<file path="config.mk">
export PLATFORM = sky130hd
export DESIGN_NAME = sfe_top
export DESIGN_NICKNAME = d
export VERILOG_FILES = /design/src/logic/sfe_pkg.sv /design/src/logic/sfe_top.sv
export VERILOG_INCLUDE_DIRS = /design/src /design/src/logic
export SDC_FILE = /design/constraint.sdc
export NUM_CORES = 1
export LEC_CHECK = 0
export BUFFER_PORTS_ARGS = -buffer_cell sky130_fd_sc_hd__buf_4
export CAP_MARGIN = 20
export CELL_PAD_IN_SITES_DETAIL_PLACEMENT = 0
export CELL_PAD_IN_SITES_GLOBAL_PLACEMENT = 1
export CORE_MARGIN = 10
export CORE_UTILIZATION = 46
export CTS_CLUSTER_DIAMETER = 80
export CTS_CLUSTER_SIZE = 28
export DETAILED_ROUTE_END_ITERATION = 7
export PLACE_DENSITY = 0.78
export SYNTH_ARGS = -nofsm -noshare
export SYNTH_HDL_FRONTEND = slang
export SYNTH_SLANG_ARGS = --single-unit
</file>
<file path="constraint.sdc">
create_clock -name CLK -period 2.79 [get_ports CLK]
set_clock_uncertainty 0.05 [all_clocks]
set_input_delay 0.279 -clock CLK [delete_from_list [all_inputs] [get_ports CLK]]
set_output_delay 0.279 -clock CLK [all_outputs]
set_load 0.02 [all_outputs]
</file>
<file path="src/logic/sfe_cfg.svh">
/*
 constants for the serial flash erase / power-down / id sequencer.
 assumes a 25 MHz system clock that oversamples the serial clock.
*/
`ifndef SFE_CFG_SVH
`define SFE_CFG_SVH
`define SFE_OP_WRITE_ENABLE_CMD 8'h06
`define SFE_OP_BLK 8'hD8
`define SFE_OP_CHIP_A 8'hC7
`define SFE_OP_CHIP_B 8'h60
`define SFE_OP_SLEEP 8'hB9
`define SFE_OP_WAKE 8'hAB
`define SFE_OP_MFID 8'h90
`define SFE_OP_RST 8'h99
`define SFE_CLK_MHZ 25
`define SFE_T_BLK_US 500000
`define SFE_T_CHIP_US 30000000
`define SFE_T_DP_US 3
`define SFE_WAKE_DELAY_US 3
`define SFE_WAKE_ID_DELAY_US 5
`define SFE_CYC(us) ((us) * `SFE_CLK_MHZ)
`define SFE_BLK_BITS 16
`endif

</file>
<file path="src/logic/sfe_pkg.sv">
/*
 types for the serial flash sequencer.
 assumes sfe_cfg.svh is available on the include path.
*/
package sfe_pkg;
   typedef enum logic [2:0] {
      SFE_IDLE = 3'b000,
      SFE_ERASE = 3'b001,
      SFE_TO_SLEEP = 3'b010,
      SFE_SLEEP = 3'b011,
      SFE_WAKE = 3'b100
   } sfe_state_t;
endpackage

</file>
<file path="src/logic/sfe_top.sv">
/*
 serial flash command sequencer: erase, deep sleep, id reads.
 assumes spi mode 0/3 pins sampled by CLK, array lives outside and is
 cleared through the erase request outputs.
*/
`timescale 1ns/1ps
`include "sfe_cfg.svh"
module sfe_top
   import sfe_pkg::*;
#(
   parameter int T_BLK_CYC = `SFE_CYC(`SFE_T_BLK_US),
   parameter int T_CHIP_CYC = `SFE_CYC(`SFE_T_CHIP_US)
) (
   input wire logic CLK,
   input wire logic SRST,
   input wire logic SELECT_N,
   input wire logic SCLK,
   input wire logic SERIAL_IN,
   input wire logic PROTECT_COMPLEMENT,
   input wire logic SMALL_SECTOR_LOCK,
   input wire logic TOP_BOTTOM_SELECT,
   input wire logic [2:0] PROTECT_LEVEL,
   input wire logic PROG_SUSPENDED,
   input wire logic [7:0] DEVICE_ID,
   input wire logic [7:0] MANUF_ID,
   output logic SERIAL_OUT,
   output logic SERIAL_OUT_EN,
   output logic WRITE_LATCH_FLAG,
   output logic WRITE_BUSY_FLAG,
   output logic DEEP_SLEEP,
   output logic ERASE_BLOCK_REQ,
   output logic ERASE_CHIP_REQ,
   output logic [5:0] ERASE_BLOCK_NUM
);
   localparam int T_DP_CYC = `SFE_CYC(`SFE_T_DP_US);
   localparam int WAKE_DELAY_CYC = `SFE_CYC(`SFE_WAKE_DELAY_US);
   localparam int WAKE_ID_DELAY_CYC = `SFE_CYC(`SFE_WAKE_ID_DELAY_US);

   // ------------------------------------------------------------
   // pin synchronisers
   // ------------------------------------------------------------
   logic [2:0] cs_sy_ff, ck_sy_ff, di_sy_ff;
   logic cs_n_ff, ck_ff;
   // three stages; select and clock levels are accepted once the last two agree, data is taken from the last stage
   always_ff @(posedge CLK) begin
      if (SRST) begin
         cs_sy_ff <= 3'h7;
         ck_sy_ff <= 3'h0;
         di_sy_ff <= 3'h0;
         cs_n_ff <= 1'b1;
         ck_ff <= 1'b0;
      end else begin
         cs_sy_ff <= {cs_sy_ff[1:0], SELECT_N};
         ck_sy_ff <= {ck_sy_ff[1:0], SCLK};
         di_sy_ff <= {di_sy_ff[1:0], SERIAL_IN};
         if (cs_sy_ff[1] == cs_sy_ff[2]) cs_n_ff <= cs_sy_ff[2];
         if (ck_sy_ff[1] == ck_sy_ff[2]) ck_ff <= ck_sy_ff[2];
      end
   end
   logic ck_rise, ck_fall, cs_rise;
   logic ck_nxt, cs_nxt;
   assign ck_nxt = (ck_sy_ff[1] == ck_sy_ff[2]) ? ck_sy_ff[2] : ck_ff;
   assign cs_nxt = (cs_sy_ff[1] == cs_sy_ff[2]) ? cs_sy_ff[2] : cs_n_ff;
   assign ck_rise = !cs_n_ff && ck_nxt && !ck_ff;
   assign ck_fall = !cs_n_ff && !ck_nxt && ck_ff;
   assign cs_rise = cs_nxt && !cs_n_ff;

   // ------------------------------------------------------------
   // shift register and bit counter
   // ------------------------------------------------------------
   logic [31:0] shift_ff;
   logic [5:0] bits_ff;
   // decoder cleared whenever deselected, bits taken MSB first
   always_ff @(posedge CLK) begin
      if (SRST || cs_n_ff) begin
         shift_ff <= 32'h0;
         bits_ff <= 6'h0;
      end else if (ck_rise) begin
         shift_ff <= {shift_ff[30:0], di_sy_ff[2]};
         if (bits_ff != 6'h3F) bits_ff <= bits_ff + 6'h1;
      end
   end
   logic [7:0] opc_ff;
   always_ff @(posedge CLK) begin
      if (SRST || cs_n_ff) opc_ff <= 8'h0;
      else if (ck_rise && bits_ff == 6'h7) opc_ff <= {shift_ff[6:0], di_sy_ff[2]};
   end

   // ------------------------------------------------------------
   // protection decode (simplified: any nonzero level locks all)
   // ------------------------------------------------------------
   logic any_prot;
   // coarse map keeps the block small; partial protection treated as whole, except SMALL_SECTOR_LOCK alone under TOP_BOTTOM_SELECT stops chip erase only
   assign any_prot = (PROTECT_LEVEL != 3'h0) || PROTECT_COMPLEMENT || SMALL_SECTOR_LOCK;
   logic blk_prot;
   assign blk_prot = any_prot && !(TOP_BOTTOM_SELECT && PROTECT_LEVEL == 3'h0
                                   && !PROTECT_COMPLEMENT);

   // ------------------------------------------------------------
   // main state machine
   // ------------------------------------------------------------
   sfe_state_t state_ff;
   logic [31:0] tmr_ff;
   logic busy;
   assign busy = (state_ff == SFE_ERASE);
   logic erase_ok;
   assign erase_ok = WRITE_LATCH_FLAG && !PROG_SUSPENDED && !busy;
   logic go_blk, go_chip, go_dp, go_wake;
   assign go_blk = cs_rise && bits_ff == 6'd32 && opc_ff == `SFE_OP_BLK
                   && erase_ok && !blk_prot && state_ff == SFE_IDLE;
   assign go_chip = cs_rise && bits_ff == 6'd8 && state_ff == SFE_IDLE && erase_ok
                    && (opc_ff == `SFE_OP_CHIP_A || opc_ff == `SFE_OP_CHIP_B)
                    && !any_prot;
   assign go_dp = cs_rise && bits_ff == 6'd8 && opc_ff == `SFE_OP_SLEEP
                  && state_ff == SFE_IDLE;
   assign go_wake = cs_rise && bits_ff >= 6'd8 && opc_ff == `SFE_OP_WAKE
                    && (state_ff == SFE_SLEEP || state_ff == SFE_TO_SLEEP);
   logic go_rst;
   assign go_rst = cs_rise && bits_ff == 6'd8 && opc_ff == `SFE_OP_RST && !busy;

   always_ff @(posedge CLK) begin
      if (SRST) begin
         state_ff <= SFE_IDLE;
         tmr_ff <= 32'h0;
      end else begin
         case (state_ff)
            SFE_IDLE: begin
               if (go_blk) begin
                  state_ff <= SFE_ERASE;
                  tmr_ff <= 32'(T_BLK_CYC);
               end else if (go_chip) begin
                  state_ff <= SFE_ERASE;
                  tmr_ff <= 32'(T_CHIP_CYC);
               end else if (go_dp) begin
                  state_ff <= SFE_TO_SLEEP;
                  tmr_ff <= 32'(T_DP_CYC);
               end
            end
            SFE_ERASE: begin
               if (tmr_ff <= 32'h1) state_ff <= SFE_IDLE;
               tmr_ff <= tmr_ff - 32'h1;
            end
            SFE_TO_SLEEP, SFE_SLEEP: begin
               if (go_rst) begin
                  state_ff <= SFE_IDLE;
               end else if (go_wake) begin
                  state_ff <= SFE_WAKE;
                  tmr_ff <= (bits_ff == 6'd8) ? 32'(WAKE_DELAY_CYC) : 32'(WAKE_ID_DELAY_CYC);
               end else if (state_ff == SFE_TO_SLEEP) begin
                  if (tmr_ff <= 32'h1) state_ff <= SFE_SLEEP;
                  tmr_ff <= tmr_ff - 32'h1;
               end
            end
            SFE_WAKE: begin
               if (tmr_ff <= 32'h1) state_ff <= SFE_IDLE;
               tmr_ff <= tmr_ff - 32'h1;
            end
            default: state_ff <= SFE_IDLE;
         endcase
      end
   end
   assign WRITE_BUSY_FLAG = busy;
   assign DEEP_SLEEP = (state_ff == SFE_SLEEP);

   // ------------------------------------------------------------
   // write latch and erase strobes
   // ------------------------------------------------------------
   logic wel_ff;
   // latch set on a decoded write enable, dropped as the erase starts
   always_ff @(posedge CLK) begin
      if (SRST) wel_ff <= 1'b0;
      else if (go_blk || go_chip) wel_ff <= 1'b0;
      else if (cs_rise && bits_ff == 6'd8 && opc_ff == `SFE_OP_WRITE_ENABLE_CMD
               && state_ff == SFE_IDLE) wel_ff <= 1'b1;
   end
   assign WRITE_LATCH_FLAG = wel_ff;
   logic eb_ff, ec_ff;
   logic [5:0] bn_ff;
   always_ff @(posedge CLK) begin
      if (SRST) begin
         eb_ff <= 1'b0;
         ec_ff <= 1'b0;
         bn_ff <= 6'h0;
      end else begin
         eb_ff <= go_blk;
         ec_ff <= go_chip;
         if (go_blk) bn_ff <= shift_ff[21:16];
      end
   end
   assign ERASE_BLOCK_REQ = eb_ff;
   assign ERASE_CHIP_REQ = ec_ff;
   assign ERASE_BLOCK_NUM = bn_ff;

   // ------------------------------------------------------------
   // id output path
   // ------------------------------------------------------------
   logic [15:0] out_ff;
   logic out_on_ff;
   logic id_ok;
   // not decoded in a busy or wake cycle; awake or asleep both give the AB id, the 90 pair only when idle
   assign id_ok = !busy && state_ff != SFE_WAKE;
   always_ff @(posedge CLK) begin
      if (SRST || cs_n_ff) begin
         out_ff <= 16'h0;
         out_on_ff <= 1'b0;
      end else if (ck_fall && bits_ff == 6'd32 && !out_on_ff && id_ok) begin
         if (opc_ff == `SFE_OP_WAKE) begin
            out_ff <= {DEVICE_ID, DEVICE_ID};
            out_on_ff <= 1'b1;
         end else if (opc_ff == `SFE_OP_MFID && state_ff == SFE_IDLE) begin
            out_ff <= shift_ff[0] ? {DEVICE_ID, MANUF_ID}
                                  : {MANUF_ID, DEVICE_ID};
            out_on_ff <= 1'b1;
         end
      end else if (ck_fall && out_on_ff) begin
         // rotate so the pair repeats for as long as clocks come
         out_ff <= {out_ff[14:0], out_ff[15]};
      end
   end
   assign SERIAL_OUT = out_ff[15];
   assign SERIAL_OUT_EN = out_on_ff;
endmodule

</file>
==> results of run 1 <==
flip-flops by register name (all words and copies together) (netlist names), 3 cells and up:
name,count
shift_ff,22
tmr_ff,32
opc_ff,8
out_ff,16
bits_ff,6
di_sy_ff,3
ERASE_BLOCK_NUM,6
state_ff,3
cs_sy_ff,3
ck_sy_ff,3
how the worst min path moves through the flow:
stage	slack [ns]	depth (start not counted)	endpoint	from
after detailed placement	0.36	1	cs_sy_ff[1]$_SDFF_PP1_	cs_sy_ff[0]$_SDFF_PP1_
after global routing	0.04	2	cs_sy_ff[0]$_SDFF_PP1_	SELECT_N
after CTS	0.05	2	cs_sy_ff[0]$_SDFF_PP1_	SELECT_N
final	0.05	2	cs_sy_ff[0]$_SDFF_PP1_	SELECT_N
after global placement	0.35	1	cs_sy_ff[1]$_SDFF_PP1_	cs_sy_ff[0]$_SDFF_PP1_
after floorplan	0.33	1	cs_sy_ff[0]$_SDFF_PP1_	SELECT_N
layer usage:
layer	GRT usage	vias up
met1	0.2127	2562
li1	-	2617
met3	0.03974	33
met2	0.3071	135
met5	0	-
met4	0.06540	0
cells by family after synthesis:
family / count (synthesis) / share of synthesized area
simple gates: 268 / 0.2463
compound gates: 159 / 0.1948
flops: 108 / 0.3679
mux: 66 / 0.1192
buf+inv: 64 / 0.05280
xor+xnor: 7 / 0.01043
fa+ha+maj: 4 / 0.008516
worst reg2reg max path, stage by stage, from the launching register on:
cell and delay (ns):
dfxtp_1 0.35, inv_1 0.07, ha_1 0.15, or4b_1 0.46, or2_4 0.27, nand4b_4 0.19
a21oi_1 0.35, o21ai_2 0.18, buf_4 0.22, a221oi_1 0.28
power by group:
part           internal (mW)  leakage (nW)  switching (mW)
Clock                  0.712         0.147           0.618
Combinational           1.23          1.64            1.81
Sequential              1.67         0.873           0.124
repair_timing:
action | CTS | global route
gates resized for setup | 0 | 2
endpoints found under the setup margin | 0 | 6
hold buffers | 0 | 0
cell type report:
type	count	area, sq um
Tap cell	172	215.2
Multi-Input combinational cell	504	3418
Clock inverter	5	67.56
Sequential cell	108	2162
Timing Repair Buffer	91	695.7
Fill cell	1179	5702
Clock buffer	11	232.7
Inverter	20	75.07
metrics by stage:
| stage | cells | cell area (sq um) | util |
|---|---|---|---|
| 2_1_floorplan | 676 | 5877 | - |
| 3_3_place_gp | 895 | 6553 | 0.5214 |
| 3_5_place_dp | 895 | 6553 | 0.5214 |
| 4_1_cts | 911 | 6853 | 0.5452 |
| 5_1_grt | 911 | 6867 | 0.5463 |
| 6_report | 911 | 6867 | 0.5463 |
cells in the final DEF (no fill, tap or decap), types with 3 or more instances in the layout:
master / n
nand3b_1: 5
or4_4: 3
nand2_1: 77
o21ai_0: 16
xor2_1: 3
a21oi_1: 48
nand4_1: 13
or3_1: 5
dfxtp_1: 108
nor4_1: 10
o221ai_1: 3
inv_1: 20
o31a_1: 3
ha_1: 4
o32ai_1: 11
a32o_1: 5
o2111ai_1: 3
nor3_1: 20
a221oi_1: 4
a31oi_1: 7
o22ai_1: 6
and3_1: 5
xnor2_1: 4
nor2b_1: 9
or3_4: 3
or2_2: 5
mux2_2: 32
nor4_2: 3
a211oi_1: 13
and2_1: 3
nand2b_1: 6
mux2i_1: 34
nand3_1: 10
o211ai_1: 6
buf_4: 90
nor2_1: 67
clkbuf_16: 9
==> run metrics, run 1 <==
Clock Sinks=108; nets=roughly 770; Hold/Removal Path Class=in2reg; Setup violations, final=0; CTS H-tree lvls=3; met2 WL=7.794 mm; vias after detailed routing=5,347; n_diodes=0; layout cells sized above 1=0.2314; worst r2r src=bits_ff[0]$_SDFFE_PP0P_; Tmin final=2.656 ns; core area=12,570 sq um; max layer used=met4; Total GRT Usage=0.1788; Worst setup startpoint=bits_ff[0]$_SDFFE_PP0P_; # IOs=41; most frequent cell after synthesis=dfxtp_1; Min Hold Slack=0.05297 ns; TritonRoute pass-1 iters=5; most frequent cells after synthesis=dfxtp_1, nand2_1, nor2_1; FF-to-FF End=tmr_ff[17]$_SDFFE_PP0P_; Yosys reg bits=108; drt first-iter violations=512; met3 wire len=670 um; DRC Markers=0; Critical Path RT=3.01 ns; critical path type=reg2reg; critical path depth=9; total grt overflow=0; CTS buffer count=9; first-pass GRT wire length=around 26 mm; RSZ-0062 raised after global routing=false; largest net degree at the start of global routing=54; Critical Path End Type=flip-flop; Syn Nets=708; Crit Path Max Fanout=9; Post-synth EDFFs=0; Crit-path slowest cell=or4b_1; clk buf depth=2; worst relative slew slack=0.5356; CP startpoint kind=flip-flop; die area=17,700 sq um; Crit path max-delay family=simple AND/OR/NAND/NOR gates; Die Height=133.0 um; Routed WL=15.76 mm; pre-CTS setup slack=0.1123 ns; pwr dens=897.1 nW/um^2; vias in the first global route=5,271; Power, Total=6.160 mW; Setup TNS=0 ns; post-route setup slack=0.1340 ns; Placer Congestion=about 0.89; Final ANT Viol Nets=0; top cell type's share of synthesized area=0.3679; length in cells of the worst reg-to-reg path=9; Seq/Total Area, Yosys=0.3679; final hold violations=0; Achievable Freq=376.5 MHz; Leak=2.660 nW; clock tree from TritonCTS=yes; row count=41; worst setup path end=tmr_ff[17]$_SDFFE_PP0P_; Mapped Cells=between 600 and 700; crit share post-route=0.9520; Ys Warns=0; Vias/cell=5.869; Final Max Slew Viols=0; Port Buffers=40; Post-CTS Setup Repair Bufs=0; Worst-Skew Late Latency=0.36 ns; Worst-Margin Slew=0.6939 ns; crit-path cells=inv_1 -> ha_1 -> or4b_1 -> or2_4 -> nand4b_4 -> a21oi_1 -> o21ai_2 -> buf_4 -> a221oi_1; status=complete, no violations; wire per inst=about 17 um; count of cell types in the netlist=86; dominant synthesized flop cell=dfxtp_1; asr flop ratio synth=0; Max stage delay on crit path=between 0.4 and 0.5 ns; initial antenna violation count=0; area leader, netlist=dfxtp_1; Area contributors post-synth=dfxtp_1, mux2_2, mux2i_1; Max Cap Viol=0; CP Buf/Inv Count=2; R2R setup slack=0.13 ns; syn avg cell area=8.694 sq um; Initial Utilization=0.4676; Synth-to-Final Area Change=16.84%; maximum vdd drop=0.5137 mV; die width=133.0 um; Cell Area, Synth=5877 sq um; Reg clk slew, reported paths=0.08 ns; Metal-1 WL=6.904 mm; HPWL after DPL=11.26 mm; Root Buffer=clkbuf_16; WP data arrival=2.88 ns
Power figures use the tool's default switching activity.
==> inputs of run 2 (changes only) <==
--- a/config.mk
+++ b/config.mk
@@ -15,6 +15,7 @@
 export CTS_CLUSTER_DIAMETER = 80
 export CTS_CLUSTER_SIZE = 28
 export DETAILED_ROUTE_END_ITERATION = 7
+export GPL_TIMING_DRIVEN = 0
 export PLACE_DENSITY = 0.78
 export SYNTH_ARGS = -nofsm -noshare
 export SYNTH_HDL_FRONTEND = slang
==> run 2 against run 1 <==
Against the previous run: clock power hardly changed; via count is 2.3% higher; flip-flop and latch count stayed put; critical path depth stayed put; non-clock buffer count is 6 lower; register-to-register slack worse by 0.05 ns; routed wire length is 12% higher; die area stayed put; combinational power hardly changed; global-route usage is 1.8 points higher; sequential share of layout area is 0.20 points lower; largest power group unchanged.
==> run metrics, run 2 (synthesized netlist as in run 1, its figures left out) <==
status=complete, no violations; RSZ-0062 raised after global routing=true; WP data arrival=2.87 ns; clk buf depth=2; largest net degree at the start of global routing=20; initial antenna violation count=0; clock tree from TritonCTS=yes; largest register by flop count=tmr_ff; hold_buf cts=0; CTS buffer count=9; wire per inst=19.53 um; Finished Core Util=0.5504; Root Buffer=clkbuf_16; met1 usage=0.2285; Hold/Removal Path Class=in2reg; maximum vdd drop=a little over 0.4 mV; Placer Congestion=0.9298; layout cells sized above 1=0.2224; vias after detailed routing=~5,500; most used routing layer=met2; CP startpoint kind=flip-flop; Leak=2.604 nW; DP Area=6392 sq um; # IOs=41; CTS H-tree lvls=3; Crit Path Max Fanout=10; Tmin final=2.702 ns; Final Max Slew Viols=0; die area=~18,000 sq um; core area=12,570 sq um; Non-Filler Instances=905; Port Buffers=40; worst hold path startpoint=SELECT_N; vias in the first global route=5,408; Setup violations, final=0; die width=133.0 um; Power, Total=6.193 mW; pwr dens=895.2 nW/um^2; Achievable Freq=370.1 MHz; Worst-Margin Slew=between 0.9 and 1 ns; worst r2r src=bits_ff[0]$_SDFFE_PP0P_; Final ANT Viol Nets=0; Vias/cell=between 6 and 7; Synth-to-Final Area Change=17.71%; total grt overflow=0; Clock Sinks=between 100 and 150; commonest non-fill, non-tap cell in the layout=dfxtp_1; Max Cap Viol=0; met3 usage=0.04315; Critical Path RT=between 2 and 3 ns; worst relative slew slack=0.3710; Die Height=133.0 um; Initial Utilization=0.4676; Worst setup startpoint=bits_ff[0]$_SDFFE_PP0P_; DRC Markers=0; critical path type=reg2reg; drt first-iter violations=610; Total GRT Usage=0.1969; most frequent cells in the layout=dfxtp_1, nand2_1, nor2_1; placed cell count=888; Top Registers=tmr_ff x32, shift_ff x22, out_ff x16; n_diodes=0; nets=760; row count=41; TritonRoute pass-1 iters=5; HPWL after DPL=about 12 mm; pre-CTS setup slack=-0.4144 ns; Critical Path End Type=flip-flop; Worst-Skew Late Latency=between 0.3 and 0.4 ns; post-route setup slack=approximately 0.088 ns; crit share post-route=0.9685; first-pass GRT wire length=28.43 mm; max reg flops=32; met2 GRT Util=0.3351; Reg clk slew, reported paths=0.08 ns; final hold violations=0; Final Cell Area=6918 sq um; Routed WL=17.67 mm
==> run 2: cell count changes in the layout (fill, tap and decap cells not counted), sizes merged <==
cell         previous run  this run
buf                    91        57
clkbuf                 11        36
clkinv                  1         2
dlygate4sd1             0         2
==> run 2: cell type report <==
type                    count  area, sq um
flip-flops and latches    108         2165
repair buffers             42        315.3
plain buffers              43        256.5
inverters                  20        75.07
multi-input cells         504         3582
clock inverters             6        80.08
clock buffers              10        229.0
fillers                  1175         5650
well taps                 172        215.2
==> run 2: final timing paths <==
path / endpoint / slack [ns] / depth (start not counted)
setup reg to reg: tmr_ff[10]$_SDFFE_PP0P_ / 0.09 / 9
hold reg to reg: cs_sy_ff[1]$_SDFF_PP1_ / 0.38 / 1
hold / removal: cs_sy_ff[0]$_SDFF_PP1_ / 0.05 / 2
setup / recovery: tmr_ff[10]$_SDFFE_PP0P_ / 0.09 / 9
==> run 2: stage by stage <==
stage | TNS, ns | hold WS [ns]
finish | 0 | 0.04667
global route | -0.1021 | 0.03951
CTS | 0 | 0.03785
detailed placement | -6.945 | 0.3483
global placement | -5.696 | 0.3540
floorplan | 0 | 0.3328
==> run 2: power by group <==
part / internal [mW] / total, mW / switching [mW] / leakage [nW]
sequential: 1.67 / 1.82 / 0.153 / 0.874
combinational: 1.11 / 3.02 / 1.91 / 1.58
clock: 0.717 / 1.35 / 0.638 / 0.152
total: 3.49 / 6.19 / 2.70 / 2.60
==> run 2: timing repair <==
| action | 4_1_cts | 5_1_grt |
|---|---|---|
| gates resized for setup | 15 | 31 |
| pin swaps | 0 | 1 |
| setup endpoints to repair | 47 | 41 |
| buffers inserted | 0 | 2 |
==> run 2: critical path, stage by stage, from the launching register on <==
cell and delay, ns:
dfxtp_1 0.35, inv_1 0.07, ha_1 0.18, or4b_1 0.49, or2_4 0.29, nand4b_4 0.24
a21o_4 0.28, buf_4 0.21, a221oi_2 0.28, o32ai_1 0.11
==> run 2: layer usage <==
| layer | routed length (um) | vias up |
|---|---|---|
| li1 | - | 2611 |
| met5 | 0 | - |
| met2 | 8779 | 212 |
| met1 | 7370 | 2606 |
| met3 | 966 | 42 |
| met4 | 557 | 0 |
